[src/hdl/bcc_regs.svh]
/*
  Offsets, field positions, reset values and timing counts of the commutation core.
  Assumes a 250 MHz aclk and a nominal 25 kHz commutation oscillator.
*/
`ifndef BCC_REGS_SVH
`define BCC_REGS_SVH

// register byte offsets
`define BCC_OFS_CTRL        8'h00
`define BCC_OFS_OSC_DIV     8'h04
`define BCC_OFS_STATUS      8'h08
`define BCC_OFS_SPEED       8'h0C

// control fields and reset values
`define BCC_CTRL_SOFT_OFF   0
`define BCC_CTRL_RESET      1'h0
`define BCC_OSC_DIV_MIN     16'h0002

// status fields
`define BCC_ST_FWD          0
`define BCC_ST_SPACING_60   1
`define BCC_ST_STOP_N       2
`define BCC_ST_HOLDOFF_DONE 3
`define BCC_ST_DISABLE      4
`define BCC_ST_SUPPLY_LOW   5
`define BCC_ST_SPEED_LSB    6
`define BCC_ST_GATE_LSB     8
`define BCC_ST_SENSOR_BAD   14

// timing: clock and nominal oscillator
`define BCC_CLK_FREQ_HZ     250000000
`define BCC_OSC_FREQ_HZ     25000
`define BCC_OSC_DIV_CYCLES  (`BCC_CLK_FREQ_HZ / `BCC_OSC_FREQ_HZ)
`define BCC_SLOW_RATIO      256
`define BCC_FAST_RATIO      32
`define BCC_DEB_STAGES      2
`define BCC_HOLDOFF_MIN_US  18600
`define BCC_HOLDOFF_MAX_US  35600
`define BCC_HOLDOFF_SLOW    2'h3

// speed input levels as fractions of 256 (16, 35.7 and 64.3 percent of reference)
`define BCC_LVL_DISABLE     8'(160 * 256 / 1000)
`define BCC_LVL_ZERO        8'(357 * 256 / 1000)
`define BCC_LVL_FULL        8'(643 * 256 / 1000)

// axi responses
`define BCC_RESP_OKAY       2'h0
`define BCC_RESP_SLVERR     2'h2

`endif

[src/hdl/bcc_pkg.sv]
/*
  Types of the commutation core.
  Assumes bcc_regs.svh is compiled alongside.
*/
package bcc_pkg;

  typedef enum logic [1:0] {SPD_DISABLE, SPD_ZERO, SPD_PARTIAL, SPD_FULL} bcc_speed_t;

  typedef enum logic {RUN_HOLD, RUN_GO} bcc_run_t;

  typedef struct packed {
    logic [15:0] osc_cnt;
    logic [7:0]  tick_cnt;
    logic        slow;
    logic        fast;
  } bcc_tb_st_t;

  typedef struct packed {
    logic s1;
    logic s2;
    logic out;
  } bcc_deb_st_t;

  typedef struct packed {
    logic        aw_ok;
    logic [7:0]  awaddr;
    logic        w_ok;
    logic [31:0] wdata;
    logic [3:0]  wstrb;
    logic        bvalid;
    logic [1:0]  bresp;
    logic        rvalid;
    logic [31:0] rdata;
    logic [1:0]  rresp;
    logic        soft_off;
    logic [15:0] osc_div;
    bcc_run_t    run;
    logic [1:0]  hold_cnt;
    logic [2:0]  hi;
    logic [2:0]  lo;
    bcc_speed_t  speed;
    logic [7:0]  level;
    logic        sensor_bad;
  } bcc_top_st_t;

endpackage

[src/hdl/bcc_tick_if.sv]
/*
  Sampling strobes passed from the timebase to the debouncers.
  Assumes one clock domain, aclk.
*/
`timescale 1ns/1ps
interface bcc_tick_if;
  logic slow_smp;
  logic fast_smp;
  modport src (output slow_smp, output fast_smp);
  modport snk (input slow_smp, input fast_smp);
endinterface

[src/hdl/bcc_debounce.sv]
/*
  One input debouncer: a new level is taken after three equal samples.
  Assumes raw is synchronous to aclk; smp is a one-cycle strobe.
*/
`timescale 1ns/1ps
module bcc_debounce
  import bcc_pkg::*;
(
  input  wire logic aclk,
  input  wire logic aresetn,
  input  wire logic smp,
  input  wire logic raw,
  output logic      level
);
  bcc_deb_st_t st_ff;
  bcc_deb_st_t nxt_st;

  always_comb begin
    nxt_st = st_ff;
    if (smp) begin
      nxt_st.s1 = raw;
      nxt_st.s2 = st_ff.s1;
      // change accepted 2 to 3 sample periods after the raw edge
      if (raw == st_ff.s1 && st_ff.s1 == st_ff.s2) begin
        nxt_st.out = raw;
      end
    end
  end

  // pulled-up pins idle high, so the filter starts high
  always_ff @(posedge aclk) begin
    if (!aresetn) begin
      st_ff <= '1;
    end else begin
      st_ff <= nxt_st;
    end
  end

  assign level = st_ff.out;
endmodule

[src/hdl/bcc_timebase.sv]
/*
  Oscillator period tick and the slow and fast debounce sampling strobes.
  Assumes osc_div is at least 2 and changes only rarely.
*/
`timescale 1ns/1ps
`include "bcc_regs.svh"
module bcc_timebase
  import bcc_pkg::*;
(
  input  wire logic        aclk,
  input  wire logic        aresetn,
  input  wire logic [15:0] osc_div,
  bcc_tick_if.src          tk
);
  bcc_tb_st_t st_ff;
  bcc_tb_st_t nxt_st;
  logic       osc_tick;

  always_comb begin
    nxt_st   = st_ff;
    osc_tick = (st_ff.osc_cnt >= osc_div - 16'h0001);
    nxt_st.slow = 1'b0;
    nxt_st.fast = 1'b0;
    if (osc_tick) begin
      nxt_st.osc_cnt  = 16'h0000;
      nxt_st.tick_cnt = st_ff.tick_cnt + 8'h01;
      // both strobes are enables from the one oscillator tick
      nxt_st.fast = (st_ff.tick_cnt[4:0] == 5'(`BCC_FAST_RATIO - 1));
      nxt_st.slow = (st_ff.tick_cnt == 8'(`BCC_SLOW_RATIO - 1));
    end else begin
      nxt_st.osc_cnt = st_ff.osc_cnt + 16'h0001;
    end
  end

  always_ff @(posedge aclk) begin
    if (!aresetn) begin
      st_ff <= '0;
    end else begin
      st_ff <= nxt_st;
    end
  end

  assign tk.slow_smp = st_ff.slow;
  assign tk.fast_smp = st_ff.fast;
endmodule

[src/hdl/bcc_top.sv]
/*
  Commutation control core: sensor decode, direction and spacing select, stop
  request and disable overrides, start-up hold-off, AXI4-Lite register slave.
  Assumes all pins synchronous to aclk; speed_level is a digitised fraction of
  the reference (255 = full reference); supply_low comes from an analog comparator.
*/
// The address map and the AXI4-Lite slave port were left to the implementer.
// Summary of operation
// - spacing and direction selects are sampled every 256 oscillator periods.
// - stop request is sampled every 32 oscillator periods.
// - a debounced change is accepted after two to three sample periods.
// - all gates stay off after start-up longer than the slow debounce.
// - debounced stop request low turns all low sides on, high sides off.
// - disable turns every gate off.
// - disable wins over stop request.
// - disable during braking ends braking at once, all gates off.
// - speed input below 16 percent is disable; 35.7 and 64.3 percent only set the status speed class, not the gate duty.
// - the three sensor inputs decode into the commutation gate pattern.
// - debounced spacing select picks 60 or 120 degree decode.
// - debounced direction select reverses the commutation sequence.
// - direction high is forward, low is reverse.
// - spacing high is 60 degrees, low is 120 degrees.
// - decode follows the truth table; forward 60 degree 000 drives A high, B low.
// - supply below threshold turns every gate off until it recovers.
`timescale 1ns/1ps
`include "bcc_regs.svh"
module bcc_top
  import bcc_pkg::*;
#(
  parameter logic [15:0] OSC_DIV_DEFAULT = 16'(`BCC_OSC_DIV_CYCLES)
)
(
  input  wire logic        aclk,
  input  wire logic        aresetn,
  input  wire logic [7:0]  s_axi_awaddr,
  input  wire logic        s_axi_awvalid,
  output logic             s_axi_awready,
  input  wire logic [31:0] s_axi_wdata,
  input  wire logic [3:0]  s_axi_wstrb,
  input  wire logic        s_axi_wvalid,
  output logic             s_axi_wready,
  output logic [1:0]       s_axi_bresp,
  output logic             s_axi_bvalid,
  input  wire logic        s_axi_bready,
  input  wire logic [7:0]  s_axi_araddr,
  input  wire logic        s_axi_arvalid,
  output logic             s_axi_arready,
  output logic [31:0]      s_axi_rdata,
  output logic [1:0]       s_axi_rresp,
  output logic             s_axi_rvalid,
  input  wire logic        s_axi_rready,
  input  wire logic        rotor_sensor_a,
  input  wire logic        rotor_sensor_b,
  input  wire logic        rotor_sensor_c,
  input  wire logic        direction_select,
  input  wire logic        sensor_spacing_select,
  input  wire logic        stop_request_n,
  input  wire logic [7:0]  speed_level,
  input  wire logic        supply_low,
  output logic             high_side_gate_a,
  output logic             high_side_gate_b,
  output logic             high_side_gate_c,
  output logic             low_side_gate_a,
  output logic             low_side_gate_b,
  output logic             low_side_gate_c
);

  ////////////////////////////////////////////////////////////////////////////////
  // decode helpers

  // sensor code to step 0..5 of the 60 degree sequence, 7 for an impossible code
  function automatic logic [2:0] sensor_step(input logic [2:0] code, input logic sp60);
    logic [2:0] step;
    step = 3'h7;
    if (sp60) begin
      case (code)
        3'b000:  step = 3'h0;
        3'b100:  step = 3'h1;
        3'b110:  step = 3'h2;
        3'b111:  step = 3'h3;
        3'b011:  step = 3'h4;
        3'b001:  step = 3'h5;
        default: step = 3'h7;
      endcase
    end else begin
      case (code)
        3'b101:  step = 3'h0;
        3'b100:  step = 3'h1;
        3'b110:  step = 3'h2;
        3'b010:  step = 3'h3;
        3'b011:  step = 3'h4;
        3'b001:  step = 3'h5;
        default: step = 3'h7;
      endcase
    end
    return step;
  endfunction

  // step to {high[a,b,c], low[a,b,c]} in forward rotation
  function automatic logic [5:0] step_drive(input logic [2:0] step);
    logic [5:0] d;
    case (step)
      3'h0:    d = 6'b100_010;
      3'h1:    d = 6'b100_001;
      3'h2:    d = 6'b010_001;
      3'h3:    d = 6'b010_100;
      3'h4:    d = 6'b001_100;
      3'h5:    d = 6'b001_010;
      default: d = 6'b000_000;
    endcase
    return d;
  endfunction

  // byte-lane merge for register writes
  function automatic logic [31:0] lane_merge(input logic [31:0] old,
                                             input logic [31:0] wd,
                                             input logic [3:0]  be);
    logic [31:0] r;
    r = old;
    for (int i = 0; i < 4; i++) begin
      if (be[i]) begin
        r[i*8 +: 8] = wd[i*8 +: 8];
      end
    end
    return r;
  endfunction

  ////////////////////////////////////////////////////////////////////////////////
  // timebase and debouncers

  bcc_top_st_t st_ff;
  bcc_top_st_t nxt_st;
  bcc_tick_if  tk ();
  logic        fwd_db;
  logic        sp60_db;
  logic        stop_n_db;

  bcc_timebase u_timebase (
    .aclk    (aclk),
    .aresetn (aresetn),
    .osc_div (st_ff.osc_div),
    .tk      (tk.src)
  );

  bcc_debounce u_deb_dir (
    .aclk    (aclk),
    .aresetn (aresetn),
    .smp     (tk.slow_smp),
    .raw     (direction_select),
    .level   (fwd_db)
  );

  bcc_debounce u_deb_spacing (
    .aclk    (aclk),
    .aresetn (aresetn),
    .smp     (tk.slow_smp),
    .raw     (sensor_spacing_select),
    .level   (sp60_db)
  );

  bcc_debounce u_deb_stop (
    .aclk    (aclk),
    .aresetn (aresetn),
    .smp     (tk.fast_smp),
    .raw     (stop_request_n),
    .level   (stop_n_db)
  );

  ////////////////////////////////////////////////////////////////////////////////
  // next state

  logic [2:0]  step;
  logic [5:0]  drive;
  logic        dis;
  logic        wr_go;
  logic        wr_hit;
  logic [31:0] rd_val;
  logic        rd_hit;
  logic [31:0] status;

  always_comb begin
    nxt_st = st_ff;

    // speed input classification against the internal divider levels
    nxt_st.level = speed_level;
    if (speed_level < `BCC_LVL_DISABLE) begin
      nxt_st.speed = SPD_DISABLE;
    end else if (speed_level <= `BCC_LVL_ZERO) begin
      nxt_st.speed = SPD_ZERO;
    end else if (speed_level >= `BCC_LVL_FULL) begin
      nxt_st.speed = SPD_FULL;
    end else begin
      nxt_st.speed = SPD_PARTIAL;
    end
    dis = (st_ff.speed == SPD_DISABLE) || st_ff.soft_off;

    // hold-off counts whole slow periods from reset, so it outlasts the slow filter
    // hold-off ends on the third slow strobe; afterwards the core stays running
    case (st_ff.run)
      RUN_HOLD: begin
        if (tk.slow_smp) begin
          nxt_st.hold_cnt = st_ff.hold_cnt + 2'h1;
          if (st_ff.hold_cnt == `BCC_HOLDOFF_SLOW - 2'h1) begin
            nxt_st.run = RUN_GO;
          end
        end
      end
      RUN_GO:  nxt_st.run = RUN_GO;
      default: nxt_st.run = RUN_HOLD;
    endcase

    // gate pattern, highest priority first
    step  = sensor_step({rotor_sensor_a, rotor_sensor_b, rotor_sensor_c}, sp60_db);
    drive = step_drive(step);
    nxt_st.sensor_bad = (step == 3'h7);
    if (supply_low || st_ff.run != RUN_GO || dis) begin
      nxt_st.hi = 3'b000;
      nxt_st.lo = 3'b000;
    end else if (!stop_n_db) begin
      // braking ignores the sensors and is always at full strength
      nxt_st.hi = 3'b000;
      nxt_st.lo = 3'b111;
    end else if (fwd_db) begin
      nxt_st.hi = drive[5:3];
      nxt_st.lo = drive[2:0];
    end else begin
      // reverse is the forward pattern with high and low sides exchanged
      nxt_st.hi = drive[2:0];
      nxt_st.lo = drive[5:3];
    end

    // axi write: address and data taken in either order, answered once both held
    if (s_axi_awvalid && !st_ff.aw_ok && !st_ff.bvalid) begin
      nxt_st.aw_ok  = 1'b1;
      nxt_st.awaddr = s_axi_awaddr;
    end
    if (s_axi_wvalid && !st_ff.w_ok && !st_ff.bvalid) begin
      nxt_st.w_ok  = 1'b1;
      nxt_st.wdata = s_axi_wdata;
      nxt_st.wstrb = s_axi_wstrb;
    end
    wr_go  = st_ff.aw_ok && st_ff.w_ok && !st_ff.bvalid;
    wr_hit = 1'b0;
    if (wr_go) begin
      case ({st_ff.awaddr[7:2], 2'b00})
        `BCC_OFS_CTRL: begin
          wr_hit = 1'b1;
          if (st_ff.wstrb[0]) begin
            nxt_st.soft_off = st_ff.wdata[`BCC_CTRL_SOFT_OFF];
          end
        end
        `BCC_OFS_OSC_DIV: begin
          wr_hit = 1'b1;
          nxt_st.osc_div = 16'(lane_merge({16'h0000, st_ff.osc_div},
                                          st_ff.wdata, st_ff.wstrb));
          // a divider of 0 would wrap to a 65536-cycle tick; 1 would tick every cycle
          if (nxt_st.osc_div < `BCC_OSC_DIV_MIN) begin
            nxt_st.osc_div = `BCC_OSC_DIV_MIN;
          end
        end
        `BCC_OFS_STATUS, `BCC_OFS_SPEED: wr_hit = 1'b1;
        default: wr_hit = 1'b0;
      endcase
      nxt_st.aw_ok  = 1'b0;
      nxt_st.w_ok   = 1'b0;
      nxt_st.bvalid = 1'b1;
      nxt_st.bresp  = wr_hit ? `BCC_RESP_OKAY : `BCC_RESP_SLVERR;
    end
    if (st_ff.bvalid && s_axi_bready) begin
      nxt_st.bvalid = 1'b0;
    end

    // axi read
    // read data is captured when the address is taken, so status is a snapshot
    status = 32'h0000_0000;
    status[`BCC_ST_FWD]          = fwd_db;
    status[`BCC_ST_SPACING_60]   = sp60_db;
    status[`BCC_ST_STOP_N]       = stop_n_db;
    status[`BCC_ST_HOLDOFF_DONE] = (st_ff.run == RUN_GO);
    status[`BCC_ST_DISABLE]      = dis;
    status[`BCC_ST_SUPPLY_LOW]   = supply_low;
    status[`BCC_ST_SPEED_LSB +: 2] = st_ff.speed;
    status[`BCC_ST_GATE_LSB +: 6]  = {st_ff.hi, st_ff.lo};
    status[`BCC_ST_SENSOR_BAD]   = st_ff.sensor_bad;
    rd_hit = 1'b1;
    case ({s_axi_araddr[7:2], 2'b00})
      `BCC_OFS_CTRL:    rd_val = {31'h0000_0000, st_ff.soft_off};
      `BCC_OFS_OSC_DIV: rd_val = {16'h0000, st_ff.osc_div};
      `BCC_OFS_STATUS:  rd_val = status;
      `BCC_OFS_SPEED:   rd_val = {24'h00_0000, st_ff.level};
      default: begin
        rd_val = 32'h0000_0000;
        rd_hit = 1'b0;
      end
    endcase
    if (s_axi_arvalid && !st_ff.rvalid) begin
      nxt_st.rvalid = 1'b1;
      nxt_st.rdata  = rd_val;
      nxt_st.rresp  = rd_hit ? `BCC_RESP_OKAY : `BCC_RESP_SLVERR;
    end else if (st_ff.rvalid && s_axi_rready) begin
      nxt_st.rvalid = 1'b0;
    end
  end

  ////////////////////////////////////////////////////////////////////////////////
  // state register

  always_ff @(posedge aclk) begin
    if (!aresetn) begin
      st_ff          <= '0;
      st_ff.osc_div  <= OSC_DIV_DEFAULT;
      st_ff.soft_off <= `BCC_CTRL_RESET;
      st_ff.run      <= RUN_HOLD;
      st_ff.speed    <= SPD_DISABLE;
    end else begin
      st_ff <= nxt_st;
    end
  end

  ////////////////////////////////////////////////////////////////////////////////
  // outputs

  // readies are combinational so a request is taken in the cycle it is offered
  assign s_axi_awready = !st_ff.aw_ok && !st_ff.bvalid;
  assign s_axi_wready  = !st_ff.w_ok && !st_ff.bvalid;
  assign s_axi_bvalid  = st_ff.bvalid;
  assign s_axi_bresp   = st_ff.bresp;
  assign s_axi_arready = !st_ff.rvalid;
  assign s_axi_rvalid  = st_ff.rvalid;
  assign s_axi_rdata   = st_ff.rdata;
  assign s_axi_rresp   = st_ff.rresp;

  assign high_side_gate_a = st_ff.hi[2];
  assign high_side_gate_b = st_ff.hi[1];
  assign high_side_gate_c = st_ff.hi[0];
  assign low_side_gate_a  = st_ff.lo[2];
  assign low_side_gate_b  = st_ff.lo[1];
  assign low_side_gate_c  = st_ff.lo[0];

endmodule
[config.mk]
export PLATFORM = sky130hd
export DESIGN_NAME = bcc_top
export DESIGN_NICKNAME = d
export VERILOG_FILES = /design/src/hdl/bcc_pkg.sv /design/src/hdl/bcc_tick_if.sv /design/src/hdl/bcc_debounce.sv /design/src/hdl/bcc_timebase.sv /design/src/hdl/bcc_top.sv
export VERILOG_INCLUDE_DIRS = /design/src /design/src/hdl
export SDC_FILE = /design/constraint.sdc
export NUM_CORES = 1
export LEC_CHECK = 0
export ABC_AREA = 1
export BUFFER_PORTS_ARGS = -buffer_cell sky130_fd_sc_hd__buf_4
export CORE_MARGIN = 1.5
export CORE_UTILIZATION = 38
export CTS_BUF_LIST = sky130_fd_sc_hd__clkbuf_8
export DETAILED_ROUTE_END_ITERATION = 12
export GPL_TIMING_DRIVEN = 1
export SYNTH_ARGS = -nofsm -noshare
export SYNTH_HDL_FRONTEND = slang
export SYNTH_SLANG_ARGS = --single-unit
[constraint.sdc]
create_clock -name aclk -period 3.58 [get_ports aclk]
set_clock_uncertainty 0.05 [all_clocks]
set_input_delay 0.895 -clock aclk [delete_from_list [all_inputs] [get_ports aclk]]
set_output_delay 0.895 -clock aclk [all_outputs]
set_load 0.02 [all_outputs]
After elaboration in Yosys (flattened, before gate mapping)
Cells that the tools add are included.
Word-level totals
  flip-flop bits (word level): 138
  latch bits: 0
  bits in writable memories: 0
  bits in read-only memories: 0
  output and inout port bits: 47
  memories: 0
Operators by class
  $add $sub $neg: 4
  multiply operators: 0
  divide/modulo/power cells: 0
  magnitude comparators: 5
  equality and inequality tests: 28
  shifts and indexed selects: 0
  multiplexer cells: 26
  bitwise operators: 3
  reduce and logical (&&, ||, !) cells: 43
Operators with widths (count)
  $pmux 16 s4: 1
  $mux 8: 6
  $pmux 3 s6: 2
  $pmux 6 s6: 1
  $eq 6x2->1 const B: 4
  $eq 3x3->1 const B: 7
  $add 16x1->16 const B: 1
  $ge 16x16->1: 1
  $lt 16x2->1 const B: 1
  $mux 16: 1
  $sub 16x1->16 const B: 1
  $logic_and 1x1->1: 14
  $eq 3x2->1 const B: 4
  $eq 6x1->1 const B: 2
  $logic_not 6->1: 2
  $reduce_and 2->1: 6
  $reduce_or 2->1: 5
  $mux 3: 3
  $add 8x1->8 const B: 1
  $eq 8x8->1 const B: 1
  $ge 8x8->1 const B: 1
  $le 8x7->1 const B: 1
  $lt 8x6->1 const B: 1
  $mux 1: 8
  17 further kinds: 34

Depth between registers and ports, before layout
  depth in word-level cells: 7
  gate-level depth with buffers: 19
  gate-level depth less buffers: 19

By module
Synthesis repeated with hierarchy kept, for this count alone.
Second synthesis, totals
  cell total of the unflattened synthesis: 867
  area, all modules: 6424.9 um^2
By module, submodules not included
  bcc_top: instances 1, cells an instance 545, area an instance 3980.1 um^2, seq. area each 1661.6 um^2
  bcc_timebase: instances 1, cells an instance 271, area an instance 2058.2 um^2, seq. area each 520.5 um^2
  bcc_debounce: instances 3, cells an instance 17, area an instance 128.9 um^2, seq. area each 60.1 um^2

Least setup slack after synthesis
No wires, ideal clock.
  path type: register -> register
  start point: register st_ff[20] (netlist name)
  end point: register u_timebase.st_ff[25] (netlist name)
  data arrival time: 2.436 ns
  slack: 0.979 ns
  stages on the path, launching flop included: 18
  period minus slack after synthesis: 2.601 ns
  path through: dfxtp_1 inv_1 ha_1 inv_1 nor2_2 inv_2 nor2_2 nand3_2 nor3_2 xor2_1 inv_1 ha_1 nand2_1 nor3_2 nand2_2 nand4_4 buf_6 nor2_1
Between the ends
  word-level cells in the longest chain between the ends: 3
Ends and longest elaborated chain
  $sub 16x1->16: line bcc_timebase.sv:21  | osc_tick = (st_ff.osc_cnt >= osc_div - 16'h0001);
  $ge 16x16->1: line bcc_timebase.sv:21
  $reduce_or 2->1 (no source line)
  end signal: assignment: line bcc_timebase.sv:39  | st_ff <= nxt_st;
  end: declaration: line bcc_timebase.sv:15  | bcc_tb_st_t st_ff;
Every way passes these cells.
A chain may end at the register's enable or synchronous reset.

Worst setup path after layout
  start point: register st_ff[20] (netlist name)
  end point: register u_timebase.st_ff, in the netlist u_timebase.tk.slow_smp
Between the ends
  word-level cells in the longest chain between the ends: 3
Ends and longest elaborated chain (line)
  $sub 16x1->16: bcc_timebase.sv:21
  $ge 16x16->1: bcc_timebase.sv:21
  $reduce_and 2->1 (no source line)
Every way passes these cells.

==> flow_metrics.env <==
export IMPL_met2_length_um=6210
export IMPL_wl_per_cell_um=12.3
export IMPL_drive_gt1_frac=0.163
export IMPL_drc=0
export IMPL_hold_path_class="reg -> reg"
export IMPL_grt_pass1_wl_um=22500
export IMPL_cts_sinks=118
export IMPL_synth_cells=834
export IMPL_grt_antenna_before_repair=0
export IMPL_drtPass1Iterations=4
export IMPL_wl_um=13800
export IMPL_ir_drop_uv=215
export IMPL_r2r_setup_slack_ps=520
export IMPL_worstSetupEndpointType="flop"
export IMPL_highest_layer="met4"
export IMPL_met1Wirelength_um=6860
export IMPL_tritoncts="done"
export IMPL_vias_per_cell=4.63
export IMPL_r2r_end="u_timebase.tk.slow_smp$_SDFF_PN0_"
export IMPL_grt_pass1_vias=4706
export IMPL_crit_fanout=9
export IMPL_worst_slew_pin_slew_ps=600
export IMPL_start_util=0.387
export IMPL_diodes=0
export IMPL_setup_viol=0
export IMPL_port_buffers=80
export IMPL_syn_cell_area_sq_um=6100
export IMPL_reg2reg_from="st_ff[20]$_SDFFE_PN0P_"
export IMPL_fmax_mhz=326
export IMPL_wl_met3_um=519
export IMPL_ctsHoldBuffers=0
export IMPL_utilization=0.454
export IMPL_die_y_um=130
export IMPL_required_ps=3880
export IMPL_dieArea_sq_um=16800
export IMPL_final_hold_viol_count=0
export IMPL_pin_count=121
export IMPL_finalCriticalPeriod_ps=3060
export IMPL_numCtsBuffers=17
export IMPL_synth_cell_types=48
export IMPL_cts_path_max_buffers=2
export IMPL_die_x_um=130
export IMPL_grt_overflow_total=0
export IMPL_stdcell_count=1122
export IMPL_run_status="finished clean"
export IMPL_period_share=0.856
export IMPL_dp_hpwl_um=10300
export IMPL_cts_resized=0
export IMPL_clkSlewWorstSetupHoldPaths_ps=70
export IMPL_dp_cells=1090
export IMPL_reg2reg_depth=17
export IMPL_synth_avg_cell_area_sq_um=7.31
export IMPL_globalplace_congestion=0.810
export IMPL_crit_path_start_kind="flop"
export IMPL_power_leakage_nw=3.19
export IMPL_root_buffer="clkbuf_8"
export IMPL_min_to="s_axi_rdata[14]$_SDFFE_PN0P_"
export IMPL_hp_start="s_axi_rdata[14]$_SDFFE_PN0P_"
export IMPL_htreeDepth=4
export IMPL_min_path_cells=2
export IMPL_num_vias=5196
export IMPL_groute_usage_overall=0.173
export IMPL_coreArea_sq_um=15800
export IMPL_rsz0062_at_grt="no"
export IMPL_drt_iter0_drc=390
export IMPL_ant_nets=0
export IMPL_power_density_nw_per_um2=443
export IMPL_crit_type="reg -> reg"
export IMPL_cp_arrival_ps=3370
export IMPL_hold_worst_slack_ps=414
export IMPL_post_cts_buffers=0
export IMPL_row_count=46
export IMPL_yosysWarnings=0
export IMPL_insertion_delay_ps=450
export IMPL_max_slew_margin=0.599
export IMPL_slew_viol_final=0
export IMPL_synth_seq_area_share=0.387
export IMPL_cap_viol_max_count=0
export IMPL_nets=988
export IMPL_synth_seq_cells=118
export IMPL_finalSetupTns_ps=0
export IMPL_grt_max_degree=33
export IMPL_syn_to_final_growth_pct=17.4
export IMPL_power_w=0.00317
-- sequential cells by signal (all words and copies together) (netlist names), 2 cells and up --
register and count:
st_ff 57, u_timebase.st_ff 24, s_axi_rdata 16, u_deb_dir.st_ff 2
u_deb_spacing.st_ff 2, u_deb_stop.st_ff 2
-- per-stage QoR --
stage               setup slack [ps]  cell area [sq um]
detailed placement               554               6670
global route                     164               7160
floorplan                        979               6160
global placement                 580               6670
CTS                              499               7160
finish                           516               7160
-- cell usage after synthesis (all sizes together) --
cell type | count | area [sq um]
nand2 | 147 | 562
nor2 | 120 | 480
dfxtp | 118 | 2360
inv | 100 | 375
o21ai | 61 | 309
a21oi | 51 | 270
buf | 50 | 357
nand3 | 40 | 250
xor2 | 23 | 201
ha | 21 | 263
nor3 | 18 | 111
nand4 | 16 | 115
clkbuf | 13 | 50.0
o22ai | 11 | 68.8
a211oi | 10 | 75.1
o211ai | 7 | 52.6
o221ai | 6 | 52.6
a31oi | 4 | 25.0
or2 | 3 | 18.8
xnor2 | 3 | 26.3
clkinv | 2 | 7.51
nor4 | 2 | 12.5
a21o | 1 | 7.51
and2 | 1 | 6.26
and3 | 1 | 6.26
conb | 1 | 3.75
nand3b | 1 | 7.51
nor3b | 1 | 7.51
o21a | 1 | 7.51
o21bai | 1 | 7.51
-- worst max-delay path, cell delays in order, from the launching register on --
cell	delay, ps
dfxtp_1	300
inv_1	200
ha_1	230
inv_1	60
nor2_2	180
inv_2	50
nor2_2	150
nand3_2	100
nor3_2	150
xor2_1	180
inv_1	60
ha_1	290
nand2_1	80
nor3_2	240
nand2_2	160
nand3_2	210
nand2_1	90
nor2_1	200
-- kinds of logic after synthesis --
| group | after synthesis | share of synthesized area |
|---|---|---|
| AO/OA/AOI/OAI | 153 | 0.144 |
| XOR/XNOR | 26 | 0.0373 |
| adder cells (fa/ha/maj) | 21 | 0.0431 |
| buffers and inverters | 165 | 0.129 |
| flip-flops | 118 | 0.387 |
| other | 1 | 0.000615 |
| AND/OR/NAND/NOR | 350 | 0.259 |
-- power by group --
group,internal (W),switching (W)
combinational,0.000107,0.000174
sequential,0.00136,0.0000342
clock,0.000933,0.000563
total,0.00240,0.000772
-- routing by layer --
metal	up-vias	GRT usage
met4	0	0.0712
met3	22	0.0369
met5	-	0
met1	2276	0.233
li1	2790	-
met2	108	0.270
-- cells in the final DEF (no fill, tap or decap), types with 21 or more instances in the layout --
master   synthesis  layout
o21ai_0         59      59
nand3_1         33      33
a21oi_1         49      49
buf_4           38      86
dfxtp_1        118     118
inv_1           97      98
ha_1            21      21
nor2_1         112     112
nand2_1        143     143
xor2_1          23      23
-- cell type report --
cell class	count	area (sq um)
Inverter	102	383
Sequential cell	118	2360
Timing Repair Buffer	86	646
Clock buffer	19	262
Fill cell	1668	8610
Multi-Input combinational cell	568	3010
Tap cell	216	270
Clock inverter	13	228
-- how the worst max path moves through the flow --
stage,from,to,slack [ps],depth (start not counted)
after global routing,st_ff[20]$_SDFFE_PN0P_,u_timebase.st_ff[2]$_SDFFE_PN0P_,160,16
after detailed placement,st_ff[20]$_SDFFE_PN0P_,u_timebase.st_ff[3]$_SDFFE_PN0P_,550,16
after floorplan,st_ff[20]$_SDFFE_PN0P_,u_timebase.st_ff[25]$_SDFF_PP0_,980,17
after CTS,st_ff[20]$_SDFFE_PN0P_,u_timebase.tk.slow_smp$_SDFF_PN0_,500,17
after global placement,st_ff[20]$_SDFFE_PN0P_,u_timebase.tk.slow_smp$_SDFF_PN0_,580,17
final,st_ff[20]$_SDFFE_PN0P_,u_timebase.tk.slow_smp$_SDFF_PN0_,520,17
Note: power is estimated with default switching activity, not from simulation.
